===== src/pcc_pkg.sv =====
// Purpose: shared constants for the particle counter control port
// Assumes: 10 MHz core clock
// Notes: times are kept in their own unit, cycle counts derive from them
package pcc_pkg;
   localparam int CLK_MHZ = 10;
   // particle and button pulse width, microseconds
   localparam int PULSE_US = 10;
   localparam int PULSE_CYC = PULSE_US * CLK_MHZ;
   localparam int PULSE_W = 8;
   // counter clear pulse width, microseconds
   localparam int CLEAR_US = 10;
   localparam int CLEAR_CYC = CLEAR_US * CLK_MHZ;
   // half period of the remote indication flash, milliseconds
   localparam int FLASH_HALF_MS = 250;
   localparam int FLASH_HALF_CYC = FLASH_HALF_MS * 1000 * CLK_MHZ;
   localparam int FLASH_W = 22;
   // number of size thresholds: 0.2, 0.3, 0.5, 1, 2 um
   localparam int N_THR = 5;
   localparam int CLASS_W = 3;
   // sample volume selector encodings
   localparam logic [1:0] VOL_MANUAL = 2'h0;
   localparam logic [1:0] VOL_10ML = 2'h1;
   localparam logic [1:0] VOL_100ML = 2'h2;
   // idle level of the connector inputs
   localparam logic PIN_IDLE = 1'h1;
endpackage


===== src/pcc_pulse.sv =====
// Purpose: fixed-width one-shot driven from the core clock
// Assumes: trig_i is a one-cycle event on clk_i
// Notes: a trigger while busy restarts the width, so bursts merge
`timescale 1ns/10ps
module pcc_pulse #(
   parameter int CYCLES = 100,
   parameter logic ACTIVE_LVL = 1'h1
) (
   // clock and reset
   input wire logic clk_i,
   input wire logic resetn_i,
   // trigger and pulse
   input wire logic trig_i,
   output logic pulse_o
);
   localparam logic [pcc_pkg::PULSE_W-1:0] LOAD =
      pcc_pkg::PULSE_W'(CYCLES - 1);
   localparam logic [pcc_pkg::PULSE_W-1:0] ZERO = '0;

   logic [pcc_pkg::PULSE_W-1:0] cnt;
   logic busy;
   logic [pcc_pkg::PULSE_W-1:0] next_cnt;
   logic next_busy;

   // width counted in clock cycles, not by event rate
   always_comb begin
      next_cnt = cnt;
      next_busy = busy;
      if (trig_i) begin
         next_cnt = LOAD;
         next_busy = 1'h1;
      end else if (busy) begin
         if (cnt == ZERO) begin
            next_busy = 1'h0;
         end else begin
            next_cnt = cnt - 1'h1;
         end
      end
   end

   always_ff @(posedge clk_i or negedge resetn_i) begin
      if (!resetn_i) begin
         cnt <= '0;
         busy <= 1'h0;
         pulse_o <= ~ACTIVE_LVL;
      end else begin
         cnt <= next_cnt;
         busy <= next_busy;
         pulse_o <= next_busy ? ACTIVE_LVL : ~ACTIVE_LVL;
      end
   end

   // cycles the pulse has stood since its last trigger, for the checks
   logic [pcc_pkg::PULSE_W-1:0] held;
   logic [pcc_pkg::PULSE_W-1:0] next_held;

   always_comb begin
      next_held = held;
      if (trig_i) begin
         next_held = ZERO;
      end else if (pulse_o == ACTIVE_LVL) begin
         next_held = held + 1'h1;
      end
   end

   always_ff @(posedge clk_i or negedge resetn_i) begin
      if (!resetn_i) begin
         held <= '0;
      end else begin
         held <= next_held;
      end
   end
endmodule


===== src/pcc_port.sv =====
// Purpose: control connector logic of a liquid particle counter
// Assumes: panel, detector and serial events are one-cycle pulses on clk_i
// Notes: connector inputs are asynchronous and idle high
// How it works
// - each threshold met pulses high ten microseconds
// - one particle pulses its group and smaller
// - ready follows attached sampler readiness
// - small-volume flag low only for 10 mL
// - auto flag low for 10 or 100 mL
// - window high while counting, clear pulses low
// - laser fault output low while fault lit
// - cell fault output low while fault lit
// - start button press gives low pulse
// - begin input rising edge starts a measurement
// - halt falling edge stops, manual mode only
// - single-shot low forces one-time mode, flashes remote
// - single-shot release restores previous repeat setting
// - remote mode ignores connector inputs and buttons
`timescale 1ns/10ps
module pcc_port #(
   parameter int FLASH_HALF_CYC = pcc_pkg::FLASH_HALF_CYC
) (
   // clock and reset
   input wire logic clk_i,
   input wire logic resetn_i,
   // connector inputs, asynchronous, active low
   input wire logic external_begin_in_i,
   input wire logic external_halt_in_i,
   input wire logic external_single_shot_in_i,
   // internal status and events
   input wire logic particle_det_i,
   input wire logic [pcc_pkg::CLASS_W-1:0] particle_class_i,
   input wire logic sampler_attached_i,
   input wire logic sampler_ready_i,
   input wire logic [1:0] volume_sel_i,
   input wire logic repeat_sel_i,
   input wire logic volume_done_i,
   input wire logic laser_fault_indication_i,
   input wire logic cell_fault_indication_i,
   input wire logic start_button_i,
   input wire logic remote_mode_i,
   input wire logic serial_start_i,
   input wire logic serial_stop_i,
   // connector outputs
   output logic [pcc_pkg::N_THR-1:0] size_threshold_pulse_o,
   output logic ready_o,
   output logic small_volume_flag_o,
   output logic auto_volume_flag_o,
   output logic count_window_o,
   output logic clear_n_o,
   output logic laser_fault_out_o,
   output logic cell_fault_out_o,
   output logic button_press_pulse_n_o,
   // mode status
   output logic repeat_mode_o,
   output logic remote_flash_o
);
   typedef enum logic {PCC_IDLE, PCC_RUN} pcc_state_t;

   localparam logic [pcc_pkg::FLASH_W-1:0] FLASH_LOAD =
      pcc_pkg::FLASH_W'(FLASH_HALF_CYC - 1);

   // thresholds met for a size class: class k meets the k lowest
   function automatic logic [pcc_pkg::N_THR-1:0] pcc_thr_mask(
      input logic [pcc_pkg::CLASS_W-1:0] cls);
      logic [pcc_pkg::N_THR-1:0] m;
      m = '0;
      for (int k = 0; k < pcc_pkg::N_THR; k++) begin
         m[k] = (cls > pcc_pkg::CLASS_W'(k));
      end
      return m;
   endfunction

   // synchronisers: s1 feeds s2 only, s3 holds the prior s2 value
   logic [2:0] s1, s2, s3;
   logic [2:0] next_s1, next_s2, next_s3;
   pcc_state_t state, next_state;
   logic saved_repeat, next_saved_repeat;
   logic forced, next_forced;
   logic [pcc_pkg::FLASH_W-1:0] flash_cnt, next_flash_cnt;
   logic flash, next_flash;
   logic ready, small_flag, auto_flag, window, lfault, cfault, rpt;
   logic next_ready, next_small, next_auto, next_window;
   logic next_lfault, next_cfault, next_rpt;
   logic manual, begin_rise, halt_fall, shot_low, start_req, clear_trig;
   logic btn_trig;
   logic [pcc_pkg::N_THR-1:0] thr_trig;

   always_comb begin
      next_s1 = {external_single_shot_in_i, external_halt_in_i,
                 external_begin_in_i};
      next_s2 = s1;
      next_s3 = s2;
   end

   // connector events count only in local mode
   always_comb begin
      manual = (volume_sel_i == pcc_pkg::VOL_MANUAL);
      begin_rise = s2[0] && !s3[0] && !remote_mode_i;
      halt_fall = !s2[1] && s3[1] && manual && !remote_mode_i;
      shot_low = !s2[2] && !remote_mode_i;
      btn_trig = start_button_i && !remote_mode_i;
      start_req = begin_rise || btn_trig || serial_start_i;
   end

   // measurement sequencing; repeat mode restarts after auto volume
   always_comb begin
      next_state = state;
      clear_trig = 1'h0;
      unique case (state)
         PCC_IDLE: begin
            if (start_req) begin
               next_state = PCC_RUN;
               clear_trig = 1'h1;
            end
         end
         PCC_RUN: begin
            if (halt_fall || serial_stop_i) begin
               next_state = PCC_IDLE;
            end else if (volume_done_i && !manual) begin
               if (rpt) begin
                  clear_trig = 1'h1;
               end else begin
                  next_state = PCC_IDLE;
               end
            end
         end
      endcase
   end

   // single-shot override; panel setting is frozen while forced
   always_comb begin
      next_forced = shot_low;
      next_saved_repeat = saved_repeat;
      if (!forced && !shot_low) begin
         next_saved_repeat = repeat_sel_i;
      end
      next_rpt = shot_low ? 1'h0 : next_saved_repeat;
      next_flash_cnt = flash_cnt;
      next_flash = 1'h0;
      if (shot_low) begin
         next_flash = flash;
         if (flash_cnt == '0) begin
            next_flash_cnt = FLASH_LOAD;
            next_flash = !flash;
         end else begin
            next_flash_cnt = flash_cnt - 1'h1;
         end
      end else begin
         next_flash_cnt = FLASH_LOAD;
      end
   end

   always_comb begin
      next_ready = sampler_attached_i && sampler_ready_i;
      next_small = (volume_sel_i != pcc_pkg::VOL_10ML);
      next_auto = manual;
      next_window = (next_state == PCC_RUN);
      next_lfault = !laser_fault_indication_i;
      next_cfault = !cell_fault_indication_i;
      thr_trig = particle_det_i ? pcc_thr_mask(particle_class_i) : '0;
   end

   always_ff @(posedge clk_i or negedge resetn_i) begin
      if (!resetn_i) begin
         s1 <= {3{pcc_pkg::PIN_IDLE}};
         s2 <= {3{pcc_pkg::PIN_IDLE}};
         s3 <= {3{pcc_pkg::PIN_IDLE}};
         state <= PCC_IDLE;
         forced <= 1'h0;
         saved_repeat <= 1'h0;
         flash_cnt <= '0;
         flash <= 1'h0;
         ready <= 1'h0;
         small_flag <= 1'h1;
         auto_flag <= 1'h1;
         window <= 1'h0;
         lfault <= 1'h1;
         cfault <= 1'h1;
         rpt <= 1'h0;
      end else begin
         s1 <= next_s1;
         s2 <= next_s2;
         s3 <= next_s3;
         state <= next_state;
         forced <= next_forced;
         saved_repeat <= next_saved_repeat;
         flash_cnt <= next_flash_cnt;
         flash <= next_flash;
         ready <= next_ready;
         small_flag <= next_small;
         auto_flag <= next_auto;
         window <= next_window;
         lfault <= next_lfault;
         cfault <= next_cfault;
         rpt <= next_rpt;
      end
   end

   assign ready_o = ready;
   assign small_volume_flag_o = small_flag;
   assign auto_volume_flag_o = auto_flag;
   assign count_window_o = window;
   assign laser_fault_out_o = lfault;
   assign cell_fault_out_o = cfault;
   assign repeat_mode_o = rpt;
   assign remote_flash_o = flash;

   for (genvar g = 0; g < pcc_pkg::N_THR; g++) begin : g_thr
      pcc_pulse #(.CYCLES(pcc_pkg::PULSE_CYC), .ACTIVE_LVL(1'h1)) u_thr (
         .clk_i(clk_i),
         .resetn_i(resetn_i),
         .trig_i(thr_trig[g]),
         .pulse_o(size_threshold_pulse_o[g])
      );
   end

   pcc_pulse #(.CYCLES(pcc_pkg::PULSE_CYC), .ACTIVE_LVL(1'h0)) u_btn (
      .clk_i(clk_i),
      .resetn_i(resetn_i),
      .trig_i(btn_trig),
      .pulse_o(button_press_pulse_n_o)
   );

   pcc_pulse #(.CYCLES(pcc_pkg::CLEAR_CYC), .ACTIVE_LVL(1'h0)) u_clr (
      .clk_i(clk_i),
      .resetn_i(resetn_i),
      .trig_i(clear_trig),
      .pulse_o(clear_n_o)
   );
endmodule


===== config.mk =====
export PLATFORM = sky130hd
export DESIGN_NAME = pcc_port
export DESIGN_NICKNAME = d
export VERILOG_FILES = /design/src/pcc_pkg.sv /design/src/pcc_pulse.sv /design/src/pcc_port.sv
export SDC_FILE = /design/constraint.sdc
export NUM_CORES = 1
export LEC_CHECK = 0
export CAP_MARGIN = 40
export CORE_MARGIN = 5
export CORE_UTILIZATION = 45
export CTS_CLUSTER_SIZE = 10
export DETAILED_ROUTE_END_ITERATION = 7
export DONT_BUFFER_PORTS = 1
export GPL_TIMING_DRIVEN = 0
export RECOVER_POWER = 50
export SETUP_SLACK_MARGIN = 0.05
export SYNTH_ARGS = -nofsm -noshare
export SYNTH_HDL_FRONTEND = slang
export SYNTH_SLANG_ARGS = --single-unit

===== constraint.sdc =====
create_clock -name clk_i -period 2.5 [get_ports clk_i]
set_input_delay 0.25 -clock clk_i [delete_from_list [all_inputs] [get_ports clk_i]]
set_output_delay 0.25 -clock clk_i [all_outputs]
set_load 0.01 [all_outputs]

==> reports/qor.txt, run 1 <==
Largest net degree at the start of global routing = 106
Antenna diodes = 0
Finish-stage setup viols = 0
Routed WL = 9620 um
Routability cong. = 0.797
MaxCap Viol Count = 0
Post-Synthesis Cells = 506
WP data required = 2.77 ns
Failing checks = negative hold slack
Antenna-violating nets left = 0
Pre-CTS setup slack = -0.0469 ns
Slew headroom = 0.438
HPWL after DPL = 6630 um
P_sw = 1.36 mW
Synth unique cells = 58
Worst R2R Setup Slack = 0.21 ns
Starting Density = 0.455
Area Growth Syn to Fin = 11.6%
Power Internal = 3.37 mW
Post-synth EDFFs = 0
Power Density = 822 mW/mm^2
Post-route cell area = 0.00575 sq mm
Sink Count = 105
Register area = 0.00265 sq mm
Switching share of total power = 0.288
Total Routing Usage GR = 0.153
CTS H-tree depth = 3
CTS root buf = clkbuf_16
Logic pwr share = 0.181
Fin util = 0.508
Critical Path End Type = flip-flop
CP arrival = 2.56 ns
HP Class = primary input to asynchronous set/reset pin
Nets@finish = 560
Setup crit start kind = flip-flop
Cell area after synthesis = 0.00515 sq mm
DRC viols = 0
CTS max path bufs = 2
Hold Vio Cnt, Final = 105
1st-pass router iterations = 4
Unrepaired setup endpoints after global routing = false
Die Span Y = 117 um
DP Cell Count = 649
Setup repair bufs after CTS = 0
Clock power share = 0.340
Clock latency on the worst-skew pair = 0.35 ns
Final Cycle Share = 0.916
I/O Pins = 36
Crit Path Category = flip-flop to flip-flop
Final non-filler cell total = 672
Clock Pin Slew Worst Setup and Hold Paths = 0.07 ns
Post-Place Cell Area = 0.00533 sq mm
Layout cells sized above 1 = 0.113
Peak Freq = 0.437 GHz
Pins Over Slew Limit = 0
Via count = 3718
Asr flop ratio synth = 1.00
Setup TNS = 0 ns
Skew final = 0.00925 ns
Combined area of the multi-input logic cells = 0.00236 sq mm
Static Leakage = 2.29 nW
VDD IR-drop max = 0.000530 V
# rows = 39
Fin crit period = 2.29 ns
Worst-Margin Slew = 0.832 ns
Post-Syn Nets = 542
Die area = 0.0137 sq mm
Initial drt markers = 202
Drt wl/cell = 14.3 um
Tot Pwr = 4.73 mW
GR Overflow Total = 0
Core Footprint = 0.0113 sq mm
PortBufs = 0
CTS tree = built
Dominant cell type by area after synthesis = dfrtp_1
Vias in the first global route = 3612
Post-synth top flop = dfrtp_1
Seq cells post-synth = 105
Yosys warning count = 0
Die width = 117 um
Fill cell count = 1033
Number of vias per cell = 5.53
Status = finished, violations left
Register area share after synthesis = 0.513
Post-route setup slack = 0.211 ns
Antenna violations before repair = 0
Avg Inst Size Synth = 10.2 sq um
Crit-path max FO = 9
Area contributors post-synth = dfrtp_1 44%, dfstp_2 7.1%, nand2_1 4.2%, ha_1 3.6%, nor2_1 3.2%
TritonCTS Buffers = 9
First-pass GRT wire length = 16600 um
Hold_buf cts = 7
WHS = -0.407 ns
Sequential Power Share = 0.480
Post-synth top area share = 0.442
cell families after synthesis:
family,after synthesis,synth area share
flops,105,0.513
xor+xnor,31,0.0527
mux,5,0.0102
fa+ha+maj,15,0.0364
buf+inv,36,0.0301
compound gates,100,0.137
simple gates,214,0.221
area by class of cell:
type                       instances  share of cell area
sequential                       105               0.460
multi-input combinational        365               0.410
clock buffer                      10              0.0416
tap                              143              0.0311
clock inverter                     6              0.0183
inverter                          25              0.0163
timing repair buffer               7              0.0122
buffer                            11              0.0107
cell usage after synthesis, drive strengths merged, types with 10 or more instances:
master and n:
nor2 44, nand3 14, xor2 18, or3 19
o211ai 11, o31ai 13, dfrtp 91, dfstp 14
inv 24, o21ai 20, nand2 57, nand2b 10
a21oi 20, xnor2 13, nor3 11, ha 15
or4 14
registers in the layout, summed over array words and instances, names as in the netlist, 2 cells and up:
name,cells
g_thr.u_thr.cnt,40
flash_cnt,22
u_btn.cnt,8
u_clr.cnt,8
g_thr.u_thr.busy,5
next_s2,3
next_s3,3
s3,2
worst paths after layout:
path	start	endpoint	depth (start not counted)
setup / recovery	flash_cnt[0]	flash_cnt[16]	6
hold reg to reg	next_s2[0]	next_s3[0]	0
max in group asynchronous	resetn_i	laser_fault_out_o	0
hold / removal	resetn_i	count_window_o	0
min in group clk_i	sampler_ready_i	ready_o	1
setup reg to reg	flash_cnt[0]	flash_cnt[16]	6
cell usage in the layout (no fill, tap or decap), types with 5 or more instances in the layout:
cell and n:
nor3_1 10, nor4b_1 5, and2_1 6, nand2_1 57, a21oi_1 20, o31ai_1 12
dfstp_2 14, buf_4 5, nor2_1 44, nor4_1 5, xor2_1 18, nand3_1 14
nand2b_1 10, o21ai_0 19, or4_1 13, dlygate4sd3_1 7, clkbuf_16 9, o211ai_1 11
xnor2_1 13, or2_2 6, inv_1 24, or3_1 17, dfrtp_1 91, clkbuf_1 5
ha_1 15
power by group through the flow:
stage / clock network (mW) / registers (mW) / logic, mW
after floorplan: 0 / 2.22 / 0.716
after global placement: 0 / 2.28 / 0.820
after detailed placement: 0 / 2.29 / 0.858
after CTS: 1.67 / 2.27 / 0.868
after global routing: 1.74 / 2.32 / 1.01
final: 1.61 / 2.27 / 0.854
metal layers:
metal	GRT usage	wire length, um	up-vias
met1	0.190	4440	1808
met2	0.256	4730	39
met4	0.0489	124	0
li1	-	-	1860
met3	0.0452	331	11
met5	0	0	-
what timing repair did:
action,4_1_cts,5_1_grt
endpoints found under the hold margin,111,105
setup endpoints to repair,3,0
gates resized for setup,1,0
worst max-delay path, cell delays in order, from the launching register on:
cell and delay [ns]:
dfrtp_1 0.43, inv_1 0.08, ha_1 0.24, nor3b_2 0.36, nand3_1 0.35, or4_1 0.59, a21oi_1 0.15
(Power assumes the default switching activity.)
==> run 2, diff against run 1 <==
- CELL_PAD_IN_SITES_DETAIL_PLACEMENT: default -> 0
- CELL_PAD_IN_SITES_GLOBAL_PLACEMENT: default -> 1
- PLACE_DENSITY_LB_ADDON: default -> 0.1
==> reports/qor.txt, run 2 (synthesized netlist as in run 1, its figures left out) <==
Status = finished, violations left (unchanged)
Failing checks = negative hold slack (unchanged)
Fin crit period = 2.30 ns (was 2.29 ns)
GR Overflow Total = 0 (unchanged)
Core Footprint = 0.0113 sq mm (unchanged)
Sink Count = 105 (unchanged)
Worst-Margin Slew = 0.771 ns (was 0.832 ns)
Hold Vio Cnt, Final = 105 (unchanged)
Drt wl/cell = 14.3 um (about the same)
Sequential Power Share = 0.506 (was 0.480)
Logic pwr share = 0.189 (was 0.181)
Crit Path Category = flip-flop to flip-flop (unchanged)
Routed WL = 9590 um (was 9620 um)
Setup repair bufs after CTS = 0 (unchanged)
Die width = 117 um (unchanged)
Number of vias per cell = 5.50 (was 5.53)
I/O Pins = 36 (unchanged)
P_sw = 1.38 mW (was 1.36 mW)
Routability cong. = 0.778 (was 0.797)
Slew headroom = 0.482 (was 0.438)
Fin util = 0.504 (was 0.508)
Max reg flops = 40 (unchanged)
PortBufs = 0 (unchanged)
Die Span Y = 117 um (unchanged)
CTS max path bufs = 2 (unchanged)
Pins Over Slew Limit = 0 (unchanged)
Crit-path slowest cell = o21ai_1 (was or4_1)
Power Internal = 3.10 mW (was 3.37 mW)
Switching share of total power = 0.308 (was 0.288)
Finish-stage setup viols = 0 (unchanged)
Initial drt markers = 224 (was 202)
Crit-path max FO = 8 (was 9)
Vias in the first global route = 3510 (was 3612)
First-pass GRT wire length = 16400 um (was 16600 um)
Starting Density = 0.455 (unchanged)
CP Capture Point = flash_cnt[5] (was flash_cnt[16])
Worst R2R Setup Slack = 0.20 ns (was 0.21 ns)
Skew final = 0.00791 ns (was 0.00925 ns)
FF-to-FF path depth = 5 (was 6)
Static Leakage = 2.25 nW (was 2.29 nW)
Critical Path End Type = flip-flop (unchanged)
CTS root buf = clkbuf_16 (unchanged)
TritonCTS Buffers = 9 (unchanged)
Most frequent cells in the layout = 91 x dfrtp_1, 57 x nand2_1, 44 x nor2_1 (unchanged)
CTS tree = built (unchanged)
WP data required = 2.71 ns (was 2.77 ns)
Layout cells sized above 1 = 0.115 (was 0.113)
Die area = 0.0137 sq mm (unchanged)
Tot Pwr = 4.48 mW (was 4.73 mW)
Power Density = 786 mW/mm^2 (was 822 mW/mm^2)
WHS = -0.411 ns (was -0.407 ns)
Clock Pin Slew Worst Setup and Hold Paths = 0.07 ns (about the same)
DRC viols = 0 (unchanged)
# rows = 39 (unchanged)
Setup crit start kind = flip-flop (unchanged)
MaxCap Viol Count = 0 (unchanged)
Largest Register = g_thr.u_thr.cnt (unchanged)
CP arrival = 2.50 ns (was 2.56 ns)
Commonest non-fill, non-tap cell in the layout = dfrtp_1 (unchanged)
Fill cell count = 1066 (was 1033)
Largest net degree at the start of global routing = 106 (unchanged)
Worst setup startpoint = flash_cnt[14] (was flash_cnt[0])
HPWL after DPL = 6470 um (was 6630 um)
Total Routing Usage GR = 0.151 (was 0.153)
VDD IR-drop max = 0.000690 V (was 0.000530 V)
Via count = 3693 (was 3718)
Reg2Reg Capture Point = flash_cnt[5] (was flash_cnt[16])
1st-pass router iterations = 4 (unchanged)
Unrepaired setup endpoints after global routing = false (unchanged)
Max incr delay on CP = 0.57 ns (was 0.59 ns)
Nets@finish = 560 (unchanged)
Antenna violations before repair = 0 (unchanged)
Final Cycle Share = 0.918 (was 0.916)
Launching point of the worst reg2reg path = flash_cnt[14] (was flash_cnt[0])
Antenna-violating nets left = 0 (unchanged)
Clock latency on the worst-skew pair = 0.35 ns (about the same)
Clock power share = 0.305 (was 0.340)
CTS H-tree depth = 3 (unchanged)
Cell breakdown of the critical path = or4_4 -> or3_1 -> clkbuf_2 -> o21ai_1 -> nor2_1 (was inv_1 -> ha_1 -> nor3b_2 -> nand3_1 -> or4_1 -> a21oi_1)
Top Registers = g_thr.u_thr.cnt: 40 flops, flash_cnt: 22 flops (unchanged)
HP Class = primary input to asynchronous set/reset pin (unchanged)
Peak Freq = 0.436 GHz (was 0.437 GHz)
Area Growth Syn to Fin = 10.7% (was 11.6%)
Antenna diodes = 0 (unchanged)
==> run 2: changes by cell type in the layout (fill, tap and decap cells not counted), sizes merged <==
cell,delta
clkinvlp,+4
bufinv,-3
inv,+1
clkinv,-3
clkbuf,+1
==> run 2: worst min path at each step <==
stage	start	endpoint	slack [ns]
after floorplan	resetn_i	count_window_o	-0.05
after global placement	resetn_i	u_clr.cnt[6]	-0.04
after detailed placement	resetn_i	u_clr.cnt[6]	-0.04
after CTS	resetn_i	u_clr.cnt[6]	-0.43
after global routing	resetn_i	u_clr.cnt[6]	-0.44
final	resetn_i	u_clr.cnt[6]	-0.41
==> run 2: worst max-delay path: cells and delay by family (launching register included) <==
kind,cells,cell delay [ns]
simple gates,3,1.00
compound gates,1,0.57
flops,1,0.42
buf+inv,1,0.16
==> run 2: stage by stage <==
stage,setup TNS [ns],setup slack [ns],area [sq um],std cells
final,0,0.204,5700,672
after global routing,0,0.0805,5700,672
after CTS,0,0.216,5690,671
after detailed placement,-0.0177,-0.0177,5330,649
after global placement,0,0.0226,5330,649
after floorplan,0,0.421,5150,506
==> run 2: timing repair <==
item / 4_1_cts / 5_1_grt
gates cloned: 0 / 0
endpoints found under the hold margin: 111 / 106
gates resized for setup: 1 / 1
hold buffers: 6 / 1
endpoints found under the setup margin: 2 / 1
==> run 2: power groups by stage <==
| stage | registers, mW | logic (mW) | clock network [mW] |
|---|---|---|---|
| final | 2.27 | 0.848 | 1.37 |
| after global routing | 2.31 | 0.982 | 1.49 |
| after CTS | 2.26 | 0.860 | 1.42 |
| after detailed placement | 2.29 | 0.848 | 0 |
| after global placement | 2.29 | 0.831 | 0 |
| after floorplan | 2.22 | 0.716 | 0 |
==> run 2: per-layer routing <==
| metal | vias to the layer above | wire length, um | global-route usage |
|---|---|---|---|
| met3 | 6 | 350 | 0.0499 |
| li1 | 1854 | - | - |
| met5 | - | 0 | 0 |
| met2 | 35 | 4660 | 0.250 |
| met4 | 0 | 95 | 0.0375 |
| met1 | 1798 | 4470 | 0.191 |
==> run 2: final cells by class <==
| class | instances | area [sq um] | share of cell area |
|---|---|---|---|
| inverters | 25 | 93.8 | 0.0165 |
| multi-input cells | 365 | 2360 | 0.414 |
| well taps | 143 | 179 | 0.0314 |
| repair buffers | 7 | 70.1 | 0.0123 |
| plain buffers | 11 | 61.3 | 0.0108 |
| clock inverters | 5 | 38.8 | 0.00680 |
| flip-flops and latches | 105 | 2650 | 0.464 |
| clock buffers | 11 | 253 | 0.0443 |
==> run 3, diff against run 2 <==
==> constraint.sdc (replaced) <==
create_clock -name clk_i -period 2.5 [get_ports clk_i]
set_input_delay 0 -clock clk_i [delete_from_list [all_inputs] [get_ports clk_i]]
set_output_delay 0 -clock clk_i [all_outputs]
set_load 0.01 [all_outputs]
==> reports/qor.txt, run 3 (synthesized netlist as in run 1, its figures left out) <==
Crit Path Category = flip-flop to flip-flop (unchanged)
Drt wl/cell = 14.3 um (about the same)
Setup repair bufs after CTS = 0 (unchanged)
Setup TNS = 0 ns (unchanged)
Finish-stage setup viols = 0 (unchanged)
Fin crit period = 2.30 ns (about the same)
Core Footprint = 0.0113 sq mm (unchanged)
Crit path buf inv count = 1 (unchanged)
DP Cell Count = 649 (unchanged)
Logic pwr share = 0.201 (was 0.189)
Tot Pwr = 4.54 mW (was 4.48 mW)
DRC viols = 0 (unchanged)
Worst-Margin Slew = 1.42 ns (was 0.771 ns)
MaxCap Viol Count = 0 (unchanged)
Area Growth Syn to Fin = 13.9% (was 10.7%)
Power Internal = 3.12 mW (was 3.10 mW)
Routability cong. = 0.778 (unchanged)
Critical path's top delay family = simple AND/OR/NAND/NOR gates (unchanged)
Max reg flops = 40 (unchanged)
Nets@finish = 577 (was 560)
Critical Path End Type = flip-flop (unchanged)
CTS H-tree depth = 3 (unchanged)
Hold Vio Cnt, Final = 0 (was 105)
Largest Register = g_thr.u_thr.cnt (unchanged)
Final Cycle Share = 0.921 (was 0.918)
Skew final = 0.00651 ns (was 0.00791 ns)
TritonCTS Buffers = 9 (unchanged)
Vias in the first global route = 3590 (was 3510)
Layout cells sized above 1 = 0.112 (was 0.115)
Fill cell count = 1053 (was 1066)
Clock power share = 0.300 (was 0.305)
Pre-CTS setup slack = -0.0177 ns (unchanged)
Power Density = 774 mW/mm^2 (was 786 mW/mm^2)
Setup crit start kind = flip-flop (unchanged)
Via count = 3767 (was 3693)
# rows = 39 (unchanged)
CTS max path bufs = 2 (unchanged)
Most frequent cells in the layout = 91 x dfrtp_1, 57 x nand2_1, 44 x nor2_1 (unchanged)
First-pass GRT wire length = 16900 um (was 16400 um)
Number of vias per cell = 5.47 (was 5.50)
GR Overflow Total = 0 (unchanged)
Cell breakdown of the critical path = or4_4 -> or3_1 -> clkbuf_2 -> o21ai_1 -> nor2_1 (unchanged)
Max incr delay on CP = 0.57 ns (about the same)
Final non-filler cell total = 689 (was 672)
Unrepaired setup endpoints after global routing = false (unchanged)
Sink Count = 105 (unchanged)
Clock Pin Slew Worst Setup and Hold Paths = 0.07 ns (about the same)
I/O Pins = 36 (unchanged)
Antenna-violating nets left = 0 (unchanged)
Antenna diodes = 0 (unchanged)
Routed WL = 9870 um (was 9590 um)
Peak Freq = 0.434 GHz (was 0.436 GHz)
WP data required = 2.70 ns (was 2.71 ns)
Crit-path max FO = 8 (unchanged)
Post-route setup slack = 0.197 ns (was 0.204 ns)
HP Class = primary input to flip-flop (was primary input to asynchronous set/reset pin)
Die Span Y = 117 um (unchanged)
Top Registers = g_thr.u_thr.cnt: 40 flops, flash_cnt: 22 flops (unchanged)
Largest net degree at the start of global routing = 106 (unchanged)
Static Leakage = 2.32 nW (was 2.25 nW)
Die width = 117 um (unchanged)
1st-pass router iterations = 4 (unchanged)
Status = finished clean (was finished, violations left)
Die area = 0.0137 sq mm (unchanged)
Pins Over Slew Limit = 0 (unchanged)
CP arrival = 2.51 ns (was 2.50 ns)
CTS tree = built (unchanged)
Antenna violations before repair = 0 (unchanged)
VDD IR-drop max = 0.000688 V (was 0.000690 V)
Commonest non-fill, non-tap cell in the layout = dfrtp_1 (unchanged)
Initial drt markers = 231 (was 224)
CTS root buf = clkbuf_16 (unchanged)
Crit-path slowest cell = o21ai_1 (unchanged)
P_sw = 1.42 mW (was 1.38 mW)
Starting Density = 0.455 (unchanged)
Total Routing Usage GR = 0.155 (was 0.151)
HPWL after DPL = 6470 um (unchanged)
PortBufs = 0 (unchanged)
Slew headroom = 0.0534 (was 0.482)
Clock latency on the worst-skew pair = 0.35 ns (about the same)
Switching share of total power = 0.313 (was 0.308)
Sequential Power Share = 0.499 (was 0.506)
## run 3: final cells by class
type | instances | area [sq um] | area share
Sequential cell | 105 | 2650 | 0.451
Multi-Input combinational cell | 365 | 2360 | 0.402
Clock buffer | 11 | 253 | 0.0431
Timing Repair Buffer | 24 | 238 | 0.0405
Tap cell | 143 | 179 | 0.0305
Inverter | 25 | 93.8 | 0.0160
Buffer | 11 | 61.3 | 0.0104
Clock inverter | 5 | 38.8 | 0.00661
## run 3: through the flow
stage               hold WS, ns   util  cell area [sq um]
floorplan                -0.296      -               5150
global placement         -0.293  0.471               5330
detailed placement       -0.292  0.471               5330
CTS                      -0.675  0.516               5850
global route             0.0272  0.518               5870
finish                  0.00610  0.518               5870
## run 3: worst reg2reg max path, delay by kind of cell (launching register included)
kind / cells / cell delay [ns]
buffers and inverters: 1 / 0.17
flip-flops: 1 / 0.42
AND/OR/NAND/NOR: 3 / 1.01
AO/OA/AOI/OAI: 1 / 0.57
## run 3: worst paths after layout
| kind | start | endpoint | slack, ns | depth (start not counted) |
|---|---|---|---|---|
| max | flash_cnt[14] | flash_cnt[5] | 0.20 | 5 |
| min | particle_class_i[0] | g_thr[4].u_thr.cnt[0] | 0.006 | 2 |
| max reg2reg | flash_cnt[14] | flash_cnt[5] | 0.20 | 5 |
| min reg2reg | next_s2[2] | next_s3[2] | 0.36 | 0 |
| max in group asynchronous | resetn_i | g_thr[0].u_thr.cnt[6] | 1.05 | 2 |
| min in group asynchronous | resetn_i | u_clr.cnt[6] | 0.56 | 2 |
## run 3: power groups by stage
stage	clock, mW	sequential (mW)	combinational [mW]
after global routing	1.49	2.31	1.05
after floorplan	0	2.22	0.716
after detailed placement	0	2.29	0.848
after global placement	0	2.29	0.831
final	1.36	2.27	0.912
after CTS	1.42	2.26	0.889
## run 3: what timing repair did
| item | 4_1_cts | 5_1_grt |
|---|---|---|
| gates cloned | 0 | 0 |
| hold buffers | 22 | 2 |
| hold endpoints to repair | 163 | 105 |
| setup endpoints to repair | 2 | 1 |
| resized for setup | 1 | 1 |
## run 3: metal layers
metal / track usage / vias to the layer above / wire length (um)
met2: 0.259 / 35 / 4840
met5: 0 / - / 0
met1: 0.196 / 1841 / 4600
met3: 0.0509 / 6 / 337
met4: 0.0375 / 0 / 95
li1: - / 1885 / -
